File: src/rtl/arw_pkg.sv
package arw_pkg;
  // ----------------------------------------------------------------------
  // Register map, byte addresses on the plain register port.
  // ----------------------------------------------------------------------
  localparam logic [7:0] ADDR_COMMAND    = 8'h0a; // Conversion mode field lives here.
  localparam logic [7:0] ADDR_CTRLF      = 8'h09; // Accumulation count and left align.
  localparam logic [7:0] ADDR_INPUT_SEL  = 8'h0c; // Positive input select.
  localparam logic [7:0] ADDR_STATUS     = 8'h0d; // Window and settling status.
  localparam logic [7:0] ADDR_CONV_L     = 8'h10; // Conversion value, low byte.
  localparam logic [7:0] ADDR_CONV_H     = 8'h11; // Conversion value, high byte.
  localparam logic [7:0] ADDR_LATEST_L   = 8'h14; // Latest sample, low byte.
  localparam logic [7:0] ADDR_LATEST_H   = 8'h15; // Latest sample, high byte.
  localparam logic [7:0] ADDR_STAGING    = 8'h18; // Shared byte staging.
  localparam logic [7:0] ADDR_WLOW_L     = 8'h1c; // Window low limit, low byte.
  localparam logic [7:0] ADDR_WLOW_H     = 8'h1d; // Window low limit, high byte.
  localparam logic [7:0] ADDR_WHIGH_L    = 8'h1e; // Window high limit, low byte.
  localparam logic [7:0] ADDR_WHIGH_H    = 8'h1f; // Window high limit, high byte.

  // ----------------------------------------------------------------------
  // Field positions and reset values.
  // ----------------------------------------------------------------------
  localparam int         MODE_LSB        = 4;     // Mode field bits 6:4 of command.
  localparam int         LEFT_ALIGN_BIT  = 4;     // Left align bit in control F.
  localparam logic [2:0] MODE_ACC_DIAG   = 3'h7;  // Accumulator diagnostics mode code.
  localparam logic [2:0] MODE_SINGLE8    = 3'h0;  // Single 8-bit mode code.
  localparam logic [2:0] MODE_SINGLE10   = 3'h1;  // Single 10-bit mode code.
  localparam logic [15:0] RESET_WORD     = 16'h0000; // Reset of every 16-bit register.
  localparam logic [7:0]  RESET_BYTE     = 8'h00;    // Reset of every byte register.

  // ----------------------------------------------------------------------
  // Positive input select codes.
  // ----------------------------------------------------------------------
  localparam logic [6:0] SEL_PIN_LOW_LO  = 7'h00;
  localparam logic [6:0] SEL_PIN_LOW_HI  = 7'h07;
  localparam logic [6:0] SEL_PIN_HIGH_LO = 7'h10;
  localparam logic [6:0] SEL_PIN_HIGH_HI = 7'h1b;
  localparam logic [6:0] SEL_PIN_LAST    = 7'h1f;
  localparam logic [6:0] SEL_GROUND      = 7'h40;
  localparam logic [6:0] SEL_THERMAL     = 7'h42;
  localparam logic [6:0] SEL_SUPPLY_10   = 7'h44;
  localparam logic [6:0] SEL_CMP_REF     = 7'h49;

  // Input source classes driven to the analog front end.
  typedef enum logic [2:0] {
    ARW_SRC_NONE, ARW_SRC_PIN, ARW_SRC_GROUND, ARW_SRC_THERMAL, ARW_SRC_SUPPLY, ARW_SRC_CMP_REF
  } arw_src_e;

  // ----------------------------------------------------------------------
  // Timing.
  // ----------------------------------------------------------------------
  localparam int CLK_MHZ        = 100;  // Clock rate in MHz.
  localparam int SETTLE_NS      = 1000; // Least settling time after an input change.
  localparam int SETTLE_CYCLES  = (SETTLE_NS * CLK_MHZ + 999) / 1000; // Rounded up.
  localparam logic [7:0] SETTLE_COUNT = 8'(SETTLE_CYCLES);
  localparam int MAX_ACC_LOG2   = 6;    // Largest accumulation is 64 samples.
endpackage

File: src/rtl/arw_mux.sv
`timescale 1ns/1ps
// ------------------------------------------------------------------------
// Positive input decoder: turns the select code into a source class and pin.
// ------------------------------------------------------------------------
module arw_mux
  import arw_pkg::*;
(
  input  wire logic       CLK,
  input  wire logic       RSTN,
  input  wire logic [6:0] code,
  output      arw_src_e   src,
  output      logic [4:0] pin
);
  // Registered decode so the front end sees a clean, glitch-free select.
  always_ff @(posedge CLK or negedge RSTN) begin
    if (!RSTN) begin
      src <= ARW_SRC_NONE;
      pin <= 5'h00;
    end else begin
      pin <= code[4:0];
      if (code >= SEL_PIN_LOW_LO && code <= SEL_PIN_LOW_HI) begin
        src <= ARW_SRC_PIN;
      end else if (code >= SEL_PIN_HIGH_LO && code <= SEL_PIN_HIGH_HI) begin
        src <= ARW_SRC_PIN;
      end else if (code == SEL_PIN_LAST) begin
        src <= ARW_SRC_PIN;
      end else begin
        // Internal sources; reserved codes connect nothing.
        case (code)
          SEL_GROUND:    src <= ARW_SRC_GROUND;
          SEL_THERMAL:   src <= ARW_SRC_THERMAL;
          SEL_SUPPLY_10: src <= ARW_SRC_SUPPLY;
          SEL_CMP_REF:   src <= ARW_SRC_CMP_REF;
          default:       src <= ARW_SRC_NONE;
        endcase
      end
    end
  end
endmodule // arw_mux

File: src/rtl/arw_regs.sv
`timescale 1ns/1ps
module arw_regs
  import arw_pkg::*;
(
  input  wire logic        CLK,
  input  wire logic        RSTN,
  input  wire logic [7:0]  ADDR,          // Register byte address.
  input  wire logic [7:0]  WDATA,         // Write data.
  input  wire logic        WR,            // Write strobe, one cycle.
  input  wire logic        RD,            // Read strobe, one cycle.
  output      logic [7:0]  RDATA,         // Read data, valid the cycle after RD.
  input  wire logic [15:0] SAMPLE_DATA,   // One raw sample from the converter.
  input  wire logic        SAMPLE_VALID,  // Pulse: sample data valid.
  input  wire logic        WATCH_LATEST,  // High: comparator watches the latest sample.
  output      logic [2:0]  INPUT_SRC,     // Source class to the front end.
  output      logic [4:0]  INPUT_PIN,     // Pin number to the front end.
  output      logic        INPUT_SETTLED, // High once the selected input has settled.
  output      logic        CONV_DONE,     // Pulse: a full conversion value is ready.
  output      logic        WINDOW_INSIDE  // High when the watched value is within limits.
);
  // ----------------------------------------------------------------------
  // Storage.
  // ----------------------------------------------------------------------
  logic [15:0] conversion_value;   // Summed or single result.
  logic [15:0] latest_conversion;  // Most recent single sample.
  logic [7:0]  byte_staging;       // Shared staging: high byte on reads, low byte on writes.
  logic [15:0] window_low_limit;   // Comparator low threshold.
  logic [15:0] window_high_limit;  // Comparator high threshold.
  logic [6:0]  input_select;       // Positive input select code.
  logic [2:0]  conv_mode;          // Conversion mode field.
  logic [2:0]  accumulation_count; // Log2 of samples per conversion.
  logic        left_align;         // Left align setting, status only here.
  logic [6:0]  acc_index;          // Samples summed so far.
  logic [7:0]  settle_cnt;         // Settling countdown.
  logic        final_valid;        // Conversion value holds a final sum.
  arw_src_e    src;                // Decoded source class.
  logic [4:0]  pin;                // Decoded pin number.

  // ----------------------------------------------------------------------
  // Derived controls.
  // ----------------------------------------------------------------------
  wire logic diag_mode = (conv_mode == MODE_ACC_DIAG);
  wire logic single    = (conv_mode == MODE_SINGLE8) || (conv_mode == MODE_SINGLE10);
  wire logic [6:0] acc_target = single ? 7'h01 : 7'(7'h01 << accumulation_count);
  wire logic last_sample = (acc_index + 7'h01 >= acc_target);

  // ----------------------------------------------------------------------
  // Input decoder.
  // ----------------------------------------------------------------------
  arw_mux arw_mux_i (
    .CLK  (CLK),
    .RSTN (RSTN),
    .code (input_select),
    .src  (src),
    .pin  (pin)
  );

  // Forward the decoded select to the ports from flops.
  always_ff @(posedge CLK or negedge RSTN) begin
    if (!RSTN) begin
      INPUT_SRC <= 3'h0;
      INPUT_PIN <= 5'h00;
    end else begin
      INPUT_SRC <= 3'(src);
      INPUT_PIN <= pin;
    end
  end

  // ----------------------------------------------------------------------
  // Control fields written by software.
  // ----------------------------------------------------------------------
  // These fields change only on a register write; nothing in hardware touches them.
  always_ff @(posedge CLK or negedge RSTN) begin
    if (!RSTN) begin
      input_select       <= 7'h00;
      conv_mode          <= 3'h0;
      accumulation_count <= 3'h0;
      left_align         <= 1'b0;
    end else if (WR) begin
      case (ADDR)
        ADDR_INPUT_SEL: input_select <= WDATA[6:0];
        ADDR_COMMAND:   conv_mode <= WDATA[MODE_LSB +: 3];
        ADDR_CTRLF: begin
          // Reserved counts above 64 samples are clamped to 64.
          accumulation_count <= (WDATA[2:0] > 3'(MAX_ACC_LOG2)) ? 3'(MAX_ACC_LOG2) : WDATA[2:0];
          left_align         <= WDATA[LEFT_ALIGN_BIT];
        end
        default: ;
      endcase
    end
  end

  // ----------------------------------------------------------------------
  // Settling timer: restarts on every select write.
  // ----------------------------------------------------------------------
  // Rewriting the same code still restarts the span, which is the safe side.
  always_ff @(posedge CLK or negedge RSTN) begin
    if (!RSTN) begin
      settle_cnt    <= 8'h00;
      INPUT_SETTLED <= 1'b1;
    end else if (WR && ADDR == ADDR_INPUT_SEL) begin
      settle_cnt    <= SETTLE_COUNT;
      INPUT_SETTLED <= 1'b0;
    end else if (settle_cnt != 8'h00) begin
      settle_cnt    <= settle_cnt - 8'h01;
      INPUT_SETTLED <= (settle_cnt == 8'h01);
    end
  end

  // ----------------------------------------------------------------------
  // Shared staging byte: low-byte reads park the high byte, low-byte
  // writes park the low byte; high-byte writes commit both at once, the conversion value's only in diagnostics mode.
  // ----------------------------------------------------------------------
  always_ff @(posedge CLK or negedge RSTN) begin
    if (!RSTN) begin
      byte_staging <= RESET_BYTE;
    end else if (WR) begin
      case (ADDR)
        ADDR_STAGING, ADDR_CONV_L, ADDR_LATEST_L,
        ADDR_WLOW_L, ADDR_WHIGH_L: byte_staging <= WDATA;
        default: ;
      endcase
    end else if (RD) begin
      case (ADDR)
        ADDR_CONV_L:   byte_staging <= conversion_value[15:8];
        ADDR_LATEST_L: byte_staging <= latest_conversion[15:8];
        ADDR_WLOW_L:   byte_staging <= window_low_limit[15:8];
        ADDR_WHIGH_L:  byte_staging <= window_high_limit[15:8];
        default: ;
      endcase
    end
  end

  // ----------------------------------------------------------------------
  // Window limits, committed whole on the high-byte write.
  // ----------------------------------------------------------------------
  // The comparator never sees a half-written limit, because both bytes land in one edge.
  always_ff @(posedge CLK or negedge RSTN) begin
    if (!RSTN) begin
      window_low_limit  <= RESET_WORD;
      window_high_limit <= RESET_WORD;
    end else if (WR && ADDR == ADDR_WLOW_H) begin
      window_low_limit  <= {WDATA, byte_staging};
    end else if (WR && ADDR == ADDR_WHIGH_H) begin
      window_high_limit <= {WDATA, byte_staging};
    end
  end

  // ----------------------------------------------------------------------
  // Latest sample: every raw sample lands here; software may also write.
  // ----------------------------------------------------------------------
  // A sample arriving in the same cycle as a software write wins over it.
  always_ff @(posedge CLK or negedge RSTN) begin
    if (!RSTN) begin
      latest_conversion <= RESET_WORD;
    end else if (SAMPLE_VALID) begin
      latest_conversion <= SAMPLE_DATA;
    end else if (WR && ADDR == ADDR_LATEST_H) begin
      latest_conversion <= {WDATA, byte_staging};
    end
  end

  // ----------------------------------------------------------------------
  // Conversion value and accumulator. In diagnostics mode software may
  // load a working value that the following samples add onto.
  // ----------------------------------------------------------------------
  // A mode change that meets a sample in the same cycle drops that sample;
  // this keeps the restart simple at the cost of one lost sample.
  always_ff @(posedge CLK or negedge RSTN) begin
    if (!RSTN) begin
      conversion_value <= RESET_WORD;
      acc_index        <= 7'h00;
      final_valid      <= 1'b0;
      CONV_DONE        <= 1'b0;
    end else begin
      CONV_DONE <= 1'b0;
      if (WR && ADDR == ADDR_CONV_H && diag_mode) begin
        conversion_value <= {WDATA, byte_staging};
        final_valid      <= 1'b0;
      end else if (WR && ADDR == ADDR_COMMAND && WDATA[MODE_LSB +: 3] != conv_mode) begin
        acc_index   <= 7'h00; // Mode change restarts the sum.
        final_valid <= 1'b0;
      end else if (SAMPLE_VALID) begin
        if (acc_index == 7'h00 && !diag_mode) begin
          conversion_value <= SAMPLE_DATA;
        end else begin
          conversion_value <= conversion_value + SAMPLE_DATA;
        end
        if (last_sample) begin
          acc_index   <= 7'h00;
          final_valid <= 1'b1;
          CONV_DONE   <= 1'b1;
        end else begin
          acc_index   <= acc_index + 7'h01;
          final_valid <= 1'b0;
        end
      end
    end
  end

  // ----------------------------------------------------------------------
  // Window comparator. Partial sums are never compared; while the conversion
  // value is watched, the flag holds its last final verdict until the next sum completes.
  // ----------------------------------------------------------------------
  // The verdict lags the watched value by one cycle, since it is registered.
  wire logic [15:0] watched = WATCH_LATEST ? latest_conversion : conversion_value;
  always_ff @(posedge CLK or negedge RSTN) begin
    if (!RSTN) begin
      WINDOW_INSIDE <= 1'b0;
    end else if (WATCH_LATEST || final_valid) begin
      WINDOW_INSIDE <= (watched >= window_low_limit) && (watched <= window_high_limit);
    end
  end

  // ----------------------------------------------------------------------
  // Read port; unmapped addresses read zero.
  // ----------------------------------------------------------------------
  // All high bytes read through staging, so a low-byte read must come first.
  always_ff @(posedge CLK or negedge RSTN) begin
    if (!RSTN) begin
      RDATA <= RESET_BYTE;
    end else if (RD) begin
      case (ADDR)
        ADDR_INPUT_SEL: RDATA <= {1'b0, input_select};
        ADDR_COMMAND:   RDATA <= {1'b0, conv_mode, 4'h0};
        ADDR_CTRLF:     RDATA <= {3'h0, left_align, 1'b0, accumulation_count};
        ADDR_STATUS:    RDATA <= {6'h00, WINDOW_INSIDE, INPUT_SETTLED};
        ADDR_CONV_L:    RDATA <= conversion_value[7:0];
        ADDR_LATEST_L:  RDATA <= latest_conversion[7:0];
        ADDR_WLOW_L:    RDATA <= window_low_limit[7:0];
        ADDR_WHIGH_L:   RDATA <= window_high_limit[7:0];
        ADDR_CONV_H, ADDR_LATEST_H, ADDR_WLOW_H, ADDR_WHIGH_H,
        ADDR_STAGING:   RDATA <= byte_staging;
        default:        RDATA <= RESET_BYTE;
      endcase
    end
  end

  // ----------------------------------------------------------------------
  // Checks.
  // ----------------------------------------------------------------------
  // These watch the register side only; the analog path is out of reach here.
  // Most checks name the strobe or pulse that starts them; the decode, window-hold
  // and settle-release checks start from a held select, state or count instead.
  a_high_commit: assert property (@(posedge CLK) disable iff (!RSTN)
    (WR && ADDR == ADDR_WHIGH_H) |=> window_high_limit == {$past(WDATA), $past(byte_staging)})
    else $error("high limit not committed from staging");
  a_low_commit: assert property (@(posedge CLK) disable iff (!RSTN)
    (WR && ADDR == ADDR_WLOW_H) |=> window_low_limit == {$past(WDATA), $past(byte_staging)})
    else $error("low limit not committed from staging");
  a_stage_read: assert property (@(posedge CLK) disable iff (!RSTN)
    (RD && ADDR == ADDR_CONV_L && !SAMPLE_VALID) ##1 (RD && ADDR == ADDR_CONV_H)
      |=> RDATA == conversion_value[15:8])
    else $error("high byte read not atomic");
  a_latest_load: assert property (@(posedge CLK) disable iff (!RSTN)
    SAMPLE_VALID |=> latest_conversion == $past(SAMPLE_DATA))
    else $error("latest sample not captured");
  a_diag_write: assert property (@(posedge CLK) disable iff (!RSTN)
    (WR && ADDR == ADDR_CONV_H && diag_mode) |=> conversion_value[15:8] == $past(WDATA))
    else $error("diagnostic write lost");
  a_normal_ro: assert property (@(posedge CLK) disable iff (!RSTN)
    (WR && ADDR == ADDR_CONV_H && !diag_mode && !SAMPLE_VALID) |=> $stable(conversion_value))
    else $error("conversion value written outside diagnostics");
  a_settle_time: assert property (@(posedge CLK) disable iff (!RSTN)
    (WR && ADDR == ADDR_INPUT_SEL) |=> !INPUT_SETTLED [*8])
    else $error("settled too early");
  a_stage_write: assert property (@(posedge CLK) disable iff (!RSTN)
    (WR && ADDR == ADDR_STAGING) ##1 (RD && ADDR == ADDR_STAGING) |=> RDATA == $past(WDATA, 2))
    else $error("staging byte readback wrong");
  a_pin_decode: assert property (@(posedge CLK) disable iff (!RSTN)
    (input_select == SEL_PIN_LAST) [*3] |-> INPUT_SRC == 3'(ARW_SRC_PIN))
    else $error("last pin not routed");
  a_ground_decode: assert property (@(posedge CLK) disable iff (!RSTN)
    (input_select == SEL_GROUND) [*3] |-> INPUT_SRC == 3'(ARW_SRC_GROUND))
    else $error("ground not routed");
  a_reserved_decode: assert property (@(posedge CLK) disable iff (!RSTN)
    (input_select == 7'h41) [*3] |-> INPUT_SRC == 3'(ARW_SRC_NONE))
    else $error("reserved code connected a source");
  a_window_hold: assert property (@(posedge CLK) disable iff (!RSTN)
    (!WATCH_LATEST && !final_valid) |=> $stable(WINDOW_INSIDE))
    else $error("window flag moved on a partial sum");
  a_settle_release: assert property (@(posedge CLK) disable iff (!RSTN)
    (settle_cnt == 8'h01 && !(WR && ADDR == ADDR_INPUT_SEL)) |=> INPUT_SETTLED)
    else $error("settled flag late");
  a_stage_park: assert property (@(posedge CLK) disable iff (!RSTN)
    (WR && (ADDR == ADDR_CONV_L || ADDR == ADDR_LATEST_L || ADDR == ADDR_WLOW_L || ADDR == ADDR_WHIGH_L))
      |=> byte_staging == $past(WDATA))
    else $error("low byte not parked in staging");
endmodule // arw_regs

File: config.mk
export PLATFORM = sky130hd
export DESIGN_NAME = arw_regs
export DESIGN_NICKNAME = d
export VERILOG_FILES = /design/src/rtl/arw_pkg.sv /design/src/rtl/arw_mux.sv /design/src/rtl/arw_regs.sv
export SDC_FILE = /design/constraint.sdc
export NUM_CORES = 1
export LEC_CHECK = 0
export ABC_AREA = 1
export BUFFER_PORTS_ARGS = -buffer_cell sky130_fd_sc_hd__buf_4
export CORE_MARGIN = 2
export CORE_UTILIZATION = 35
export CTS_CLUSTER_SIZE = 24
export DETAILED_ROUTE_END_ITERATION = 16
export HOLD_SLACK_MARGIN = 0.02
export PLACE_DENSITY = 0.49
export SLEW_MARGIN = 20
export SYNTH_ARGS = -nofsm -noshare
export SYNTH_HDL_FRONTEND = slang
export SYNTH_SLANG_ARGS = --single-unit
File: constraint.sdc
create_clock -name CLK -period 3.9 [get_ports CLK]
set_input_delay 1.17 -clock CLK [delete_from_list [all_inputs] [get_ports CLK]]
set_output_delay 1.17 -clock CLK [all_outputs]
set_load 0.1 [all_outputs]
### After elaboration in Yosys (flattened, before gate mapping)

Cells that the tools add are included.

* eq/ne operators: 24
* shift-type cells: 1
* muxes and demuxes: 32
* reduce and logical (&&, ||, !) cells: 34
* bitwise operators: 2
* order comparisons: 8
* add/subtract/negate cells: 3

Operators by type and width (count)
* 16-bit two-way mux: 7
* 8-bit by 5-bit == test with 1-bit output, second input constant: 9
* 8-bit case mux with 9 select lines: 1
* 8-bit two-way mux: 5
* 8-bit by 4-bit == test with 1-bit output, second input constant: 4
* 8-bit case mux with 4 select lines: 1
* 7-bit == test, second input constant: 4
* 7-bit two-way mux: 4
* 16-bit adder: 1
* 16-bit >= comparator: 1
* 16-bit <= comparator: 1
* 1-bit logical AND: 12
* 3-bit two-way mux: 4
* 3-bit case mux with 4 select lines: 1
* 2-bit AND reduction: 6
* 2-bit nonzero test: 5
* 5-bit OR reduction: 2
* 1-bit two-way mux: 9
* 8-bit by 1-bit == test with 1-bit output, second input constant: 1
* 8-bit nonzero test: 1
* 8-bit by 1-bit subtractor with 8-bit output, second input constant: 1
* 7-bit by 1-bit adder with 7-bit output, second input constant: 1
* 7-bit by 5-bit == test with 1-bit output, second input constant: 1
* 7-bit by 1-bit >= comparator with 1-bit output, second input constant: 1
* 19 further kinds: 21

* word-level logic and storage cells: 124
* output and inout bits: 19
* input bits: 38
* register bits: 129

### Logic depth before layout (Yosys ltp)

* depth in word-level cells: 8
* gate-level depth with buffers: 15
* depth with buffers taken out: 14

### Hierarchy

From an unflattened synthesis, not the netlist that was laid out.

* cell total of the unflattened synthesis: 1255
* area, all modules: 8803.4 um^2

By module, submodules not included
* arw_regs: area each 8475.6 um^2, cells each 1218, sequential area each 3029.2 um^2, instances 1
* arw_mux: area each 327.8 um^2, cells each 37, sequential area each 200.2 um^2, instances 1

### Worst setup path before layout

OpenSTA, ideal clock, no wires.

* path type: input-to-reg
* from: input port WATCH_LATEST
* to: register WINDOW_INSIDE
* path buffers: 2
* cell stages on the path: 12
* setup time: 68 ps
* arrival time: 2864 ps
* required time: 3832 ps
* setup slack: 968 ps
* path through: clkbuf_1 inv_1 clkbuf_1 nand2_1 o21ai_0 ha_1 nand2_1 nor4_1 nand2_1 nand3_1 nand3_1 nand2_1

* cells in the longest elaborated chain, start to end: 3
* elaborated cells between the ends (all ways): 5
* those cells by class: 2 x order compare; 1 x mux; 2 x reduce/logical

RTL lines
* start: declaration: line arw_regs.sv:14 `input wire logic WATCH_LATEST,`
* 16-bit two-way mux: line arw_regs.sv:206 `wire logic [15:0] watched = WATCH_LATEST ? latest_conversion : conversion_value;`
* 16-bit >= comparator / 16-bit <= comparator (equally long branches): line arw_regs.sv:211 `WINDOW_INSIDE <= (watched >= window_low_limit) && (watched <= window_high_limit);`
* 1-bit logical AND: line arw_regs.sv:211
* end signal: assignment: line arw_regs.sv:211
* end: declaration: line arw_regs.sv:19 `output logic WINDOW_INSIDE`

Several ways; a longest one is shown, not always the timed one.
A chain may end at the register's enable or synchronous reset.

### Final worst setup path

Same ends and word-level chain as after synthesis.

==> run summary <==
Critical-path top delay cell - nor4_1
Slowest stage delay, CP - 0.49 ns
CTS max path bufs - 2
Pwr Total - 4.02 mW
Die area - 25,900 um^2
Port Buf Inserts - 56
DRC - 0
Post-synth EDFFs - 0
Layout cell share with drive strength beyond 1 - 9.36%
Initial antenna violation count - 0
Pleak - 5.15 nW
Detail Placement HPWL - 21,500 um
Max cap viols - 0
First-pass GRT wire length - 44,300 um
PwrDens - 403 nW/um^2
Pin count of the biggest net entering global routing - 71
CP required - 4.27 ns
CTS Root Cell - clkbuf_16
Clock latency on the worst-skew pair - 0.43 ns
Family with the most delay on the worst path - simple AND/OR/NAND/NOR gates
Overflow after GRT - 0
Async S/R FF share, synth - 100%
Endpoint class of the critical path - register
Syn-to-layout area delta - 15.7%
Most used cell, CP - nand2_1
Seq cells post-synth - 129
VDD IR max - 0.213 mV
Post-CTS Setup Inserts - 0
Min-delay worst type - reg2reg
Final hold violations - 0
Most frequent cells in the layout - nand2_1 (374), inv_1 (172), dfrtp_1 (128), o21ai_0 (120), nand3_1 (106)
Synth cell types - 39
Reg clk slew, reported paths - 0.06 ns
TritonCTS Sinks - 129
Yosys warnings - 0
Flop-to-flop setup slack - 1.54 ns
Least-Margin Pin Slew - 0.795 ns
Gr usage total - 22.3%
Placed cell count - 1,597
Via Count - 8,100
Ant. Diodes - 0
Avg Synthesized Cell Area - 6.98 um^2
Crit path max fanout - 17
Hold WS - 0.346 ns
Critical path buffers and inverters - 3
Vias in the first global route - 7,949
Net count, final - 1,389
Setup TNS - 0 ns
Syn Nets - 1,331
Commonest non-fill, non-tap cell in the layout - nand2_1
CTS tree - built
Final Non-Filler Cells - 1,628
Core area - 24,200 um^2
Final Util - 41.1%
Die width - 161 um
Boundary pin count - 57
Gate Count Post-Synth - 1,234
Total CTS buffers - 17
Post-cts hold buffer count - 0
WL/cell - 17.0 um
Post-Route WL - 27,700 um
Routed Antenna Nets - 0
RePlAce Congestion - 0.907
Skew final - 0.00806 ns
Critical Path AT - 3.32 ns
# setup viols final - 0
Drt pass-1 iters - 5
Fmax - 339 MHz
Crit start category - input pin
Max-slew headroom - 46.9%
PostCTS Resize Cnt - 0
Synthesized cell area - 8620 um^2
Pins Over Slew Limit - 0
RSZ-0062 raised after global routing - false
Initial core utilization - 35.5%
CTS H-tree lvls - 4
Row count - 57
Critical-path cell list - buf_4 -> inv_1 -> buf_4 -> o21ai_0 -> ha_1 -> nand2_1 -> nor4_1 -> nand2_1 -> nand3_1 -> nand3_1 -> nand2_1
Ys flop type - dfrtp_1
Seq/Total Area, Yosys - 37.5%
Drt initial violations - 665
Final period utilization - 75.6%
Status - finished, final reports clean
Crit Path Category - in2reg
Final min period - 2.95 ns
Die extent in y - 161 um
Drt via density - 4.98
## per-layer routing
layer | wire length, um | track usage (%)
met5 | 0 | 0
met4 | 1030 | 8.77
met3 | 1170 | 3.82
met2 | 12300 | 34.8
met1 | 13200 | 30.7
## Yosys cell counts (2+ instances only)
master | instances | area, um^2
buf_2 | 10 | 50.1
nor2_2 | 2 | 12.5
nand3_1 | 106 | 531
clkinv_1 | 3 | 11.3
clkbuf_1 | 18 | 67.6
o22ai_1 | 3 | 18.8
buf_4 | 2 | 15.0
nor2_1 | 101 | 379
o21ai_0 | 120 | 601
nor3_1 | 11 | 55.1
o21ai_2 | 2 | 17.5
a21oi_1 | 30 | 150
or2_2 | 4 | 25.0
inv_2 | 2 | 7.51
o21a_1 | 4 | 30.0
o211ai_1 | 21 | 158
nand3b_1 | 6 | 45.0
nand2_2 | 3 | 18.8
ha_1 | 58 | 726
nand3_2 | 2 | 20.0
inv_1 | 172 | 646
xor2_1 | 9 | 78.8
nand4_1 | 25 | 156
buf_6 | 2 | 22.5
nand2_1 | 374 | 1400
dfrtp_1 | 128 | 3200
xnor2_1 | 4 | 35.0
## sequential cells by signal (all words and copies together), names as in the netlist
signal / cells
conversion_value: 16
latest_conversion: 16
window_high_limit: 16
window_low_limit: 16
RDATA: 8
byte_staging: 8
settle_cnt: 8
acc_index: 7
input_select: 7
INPUT_PIN: 5
arw_mux_i.pin: 5
INPUT_SRC: 3
accumulation_count: 3
arw_mux_i.src: 3
conv_mode: 3
CONV_DONE: 1
INPUT_SETTLED: 1
WINDOW_INSIDE: 1
final_valid: 1
left_align: 1
## path summary, 6_finish.rpt
check	cells after the start	endpoint	startpoint
min in group asynchronous	1	INPUT_PIN[0]	RSTN
max in group asynchronous	2	conversion_value[6]	RSTN
setup / recovery	11	WINDOW_INSIDE	WATCH_LATEST
hold reg to reg	0	INPUT_SRC[1]	arw_mux_i.src[1]
hold / removal	0	INPUT_SRC[1]	arw_mux_i.src[1]
setup reg to reg	13	acc_index[0]	acc_index[0]
## report_power, final
part	switching, mW	total (mW)	internal (mW)
combinational	0.578	0.881	0.304
clock	0.645	1.53	0.888
sequential	0.133	1.60	1.47
total	1.36	4.02	2.66
## cell families after synthesis
family | count (synthesis) | share of synthesized area, %
AO/OA/AOI/OAI | 185 | 11.9
adder cells (fa/ha/maj) | 59 | 8.65
AND/OR/NAND/NOR | 638 | 31.1
XOR/XNOR | 13 | 1.32
flip-flops | 129 | 37.5
buffers and inverters | 210 | 9.58
## layout make-up
cell class                 instances  area [um^2]
timing repair buffer              71          549
tap                              324          405
clock buffer                      18          439
clock inverter                    13          115
sequential                       129         3230
multi-input combinational        895         4560
inverter                         178          671
fill                            2627        14300
## metrics by stage
step	cell area, um^2	setup slack, ns
after floorplan	8620	0.968
after global placement	9420	0.623
after detailed placement	9420	0.581
after CTS	9970	0.974
after global routing	9970	0.763
final	9970	0.953
Note: power is estimated with default switching activity, not from simulation.
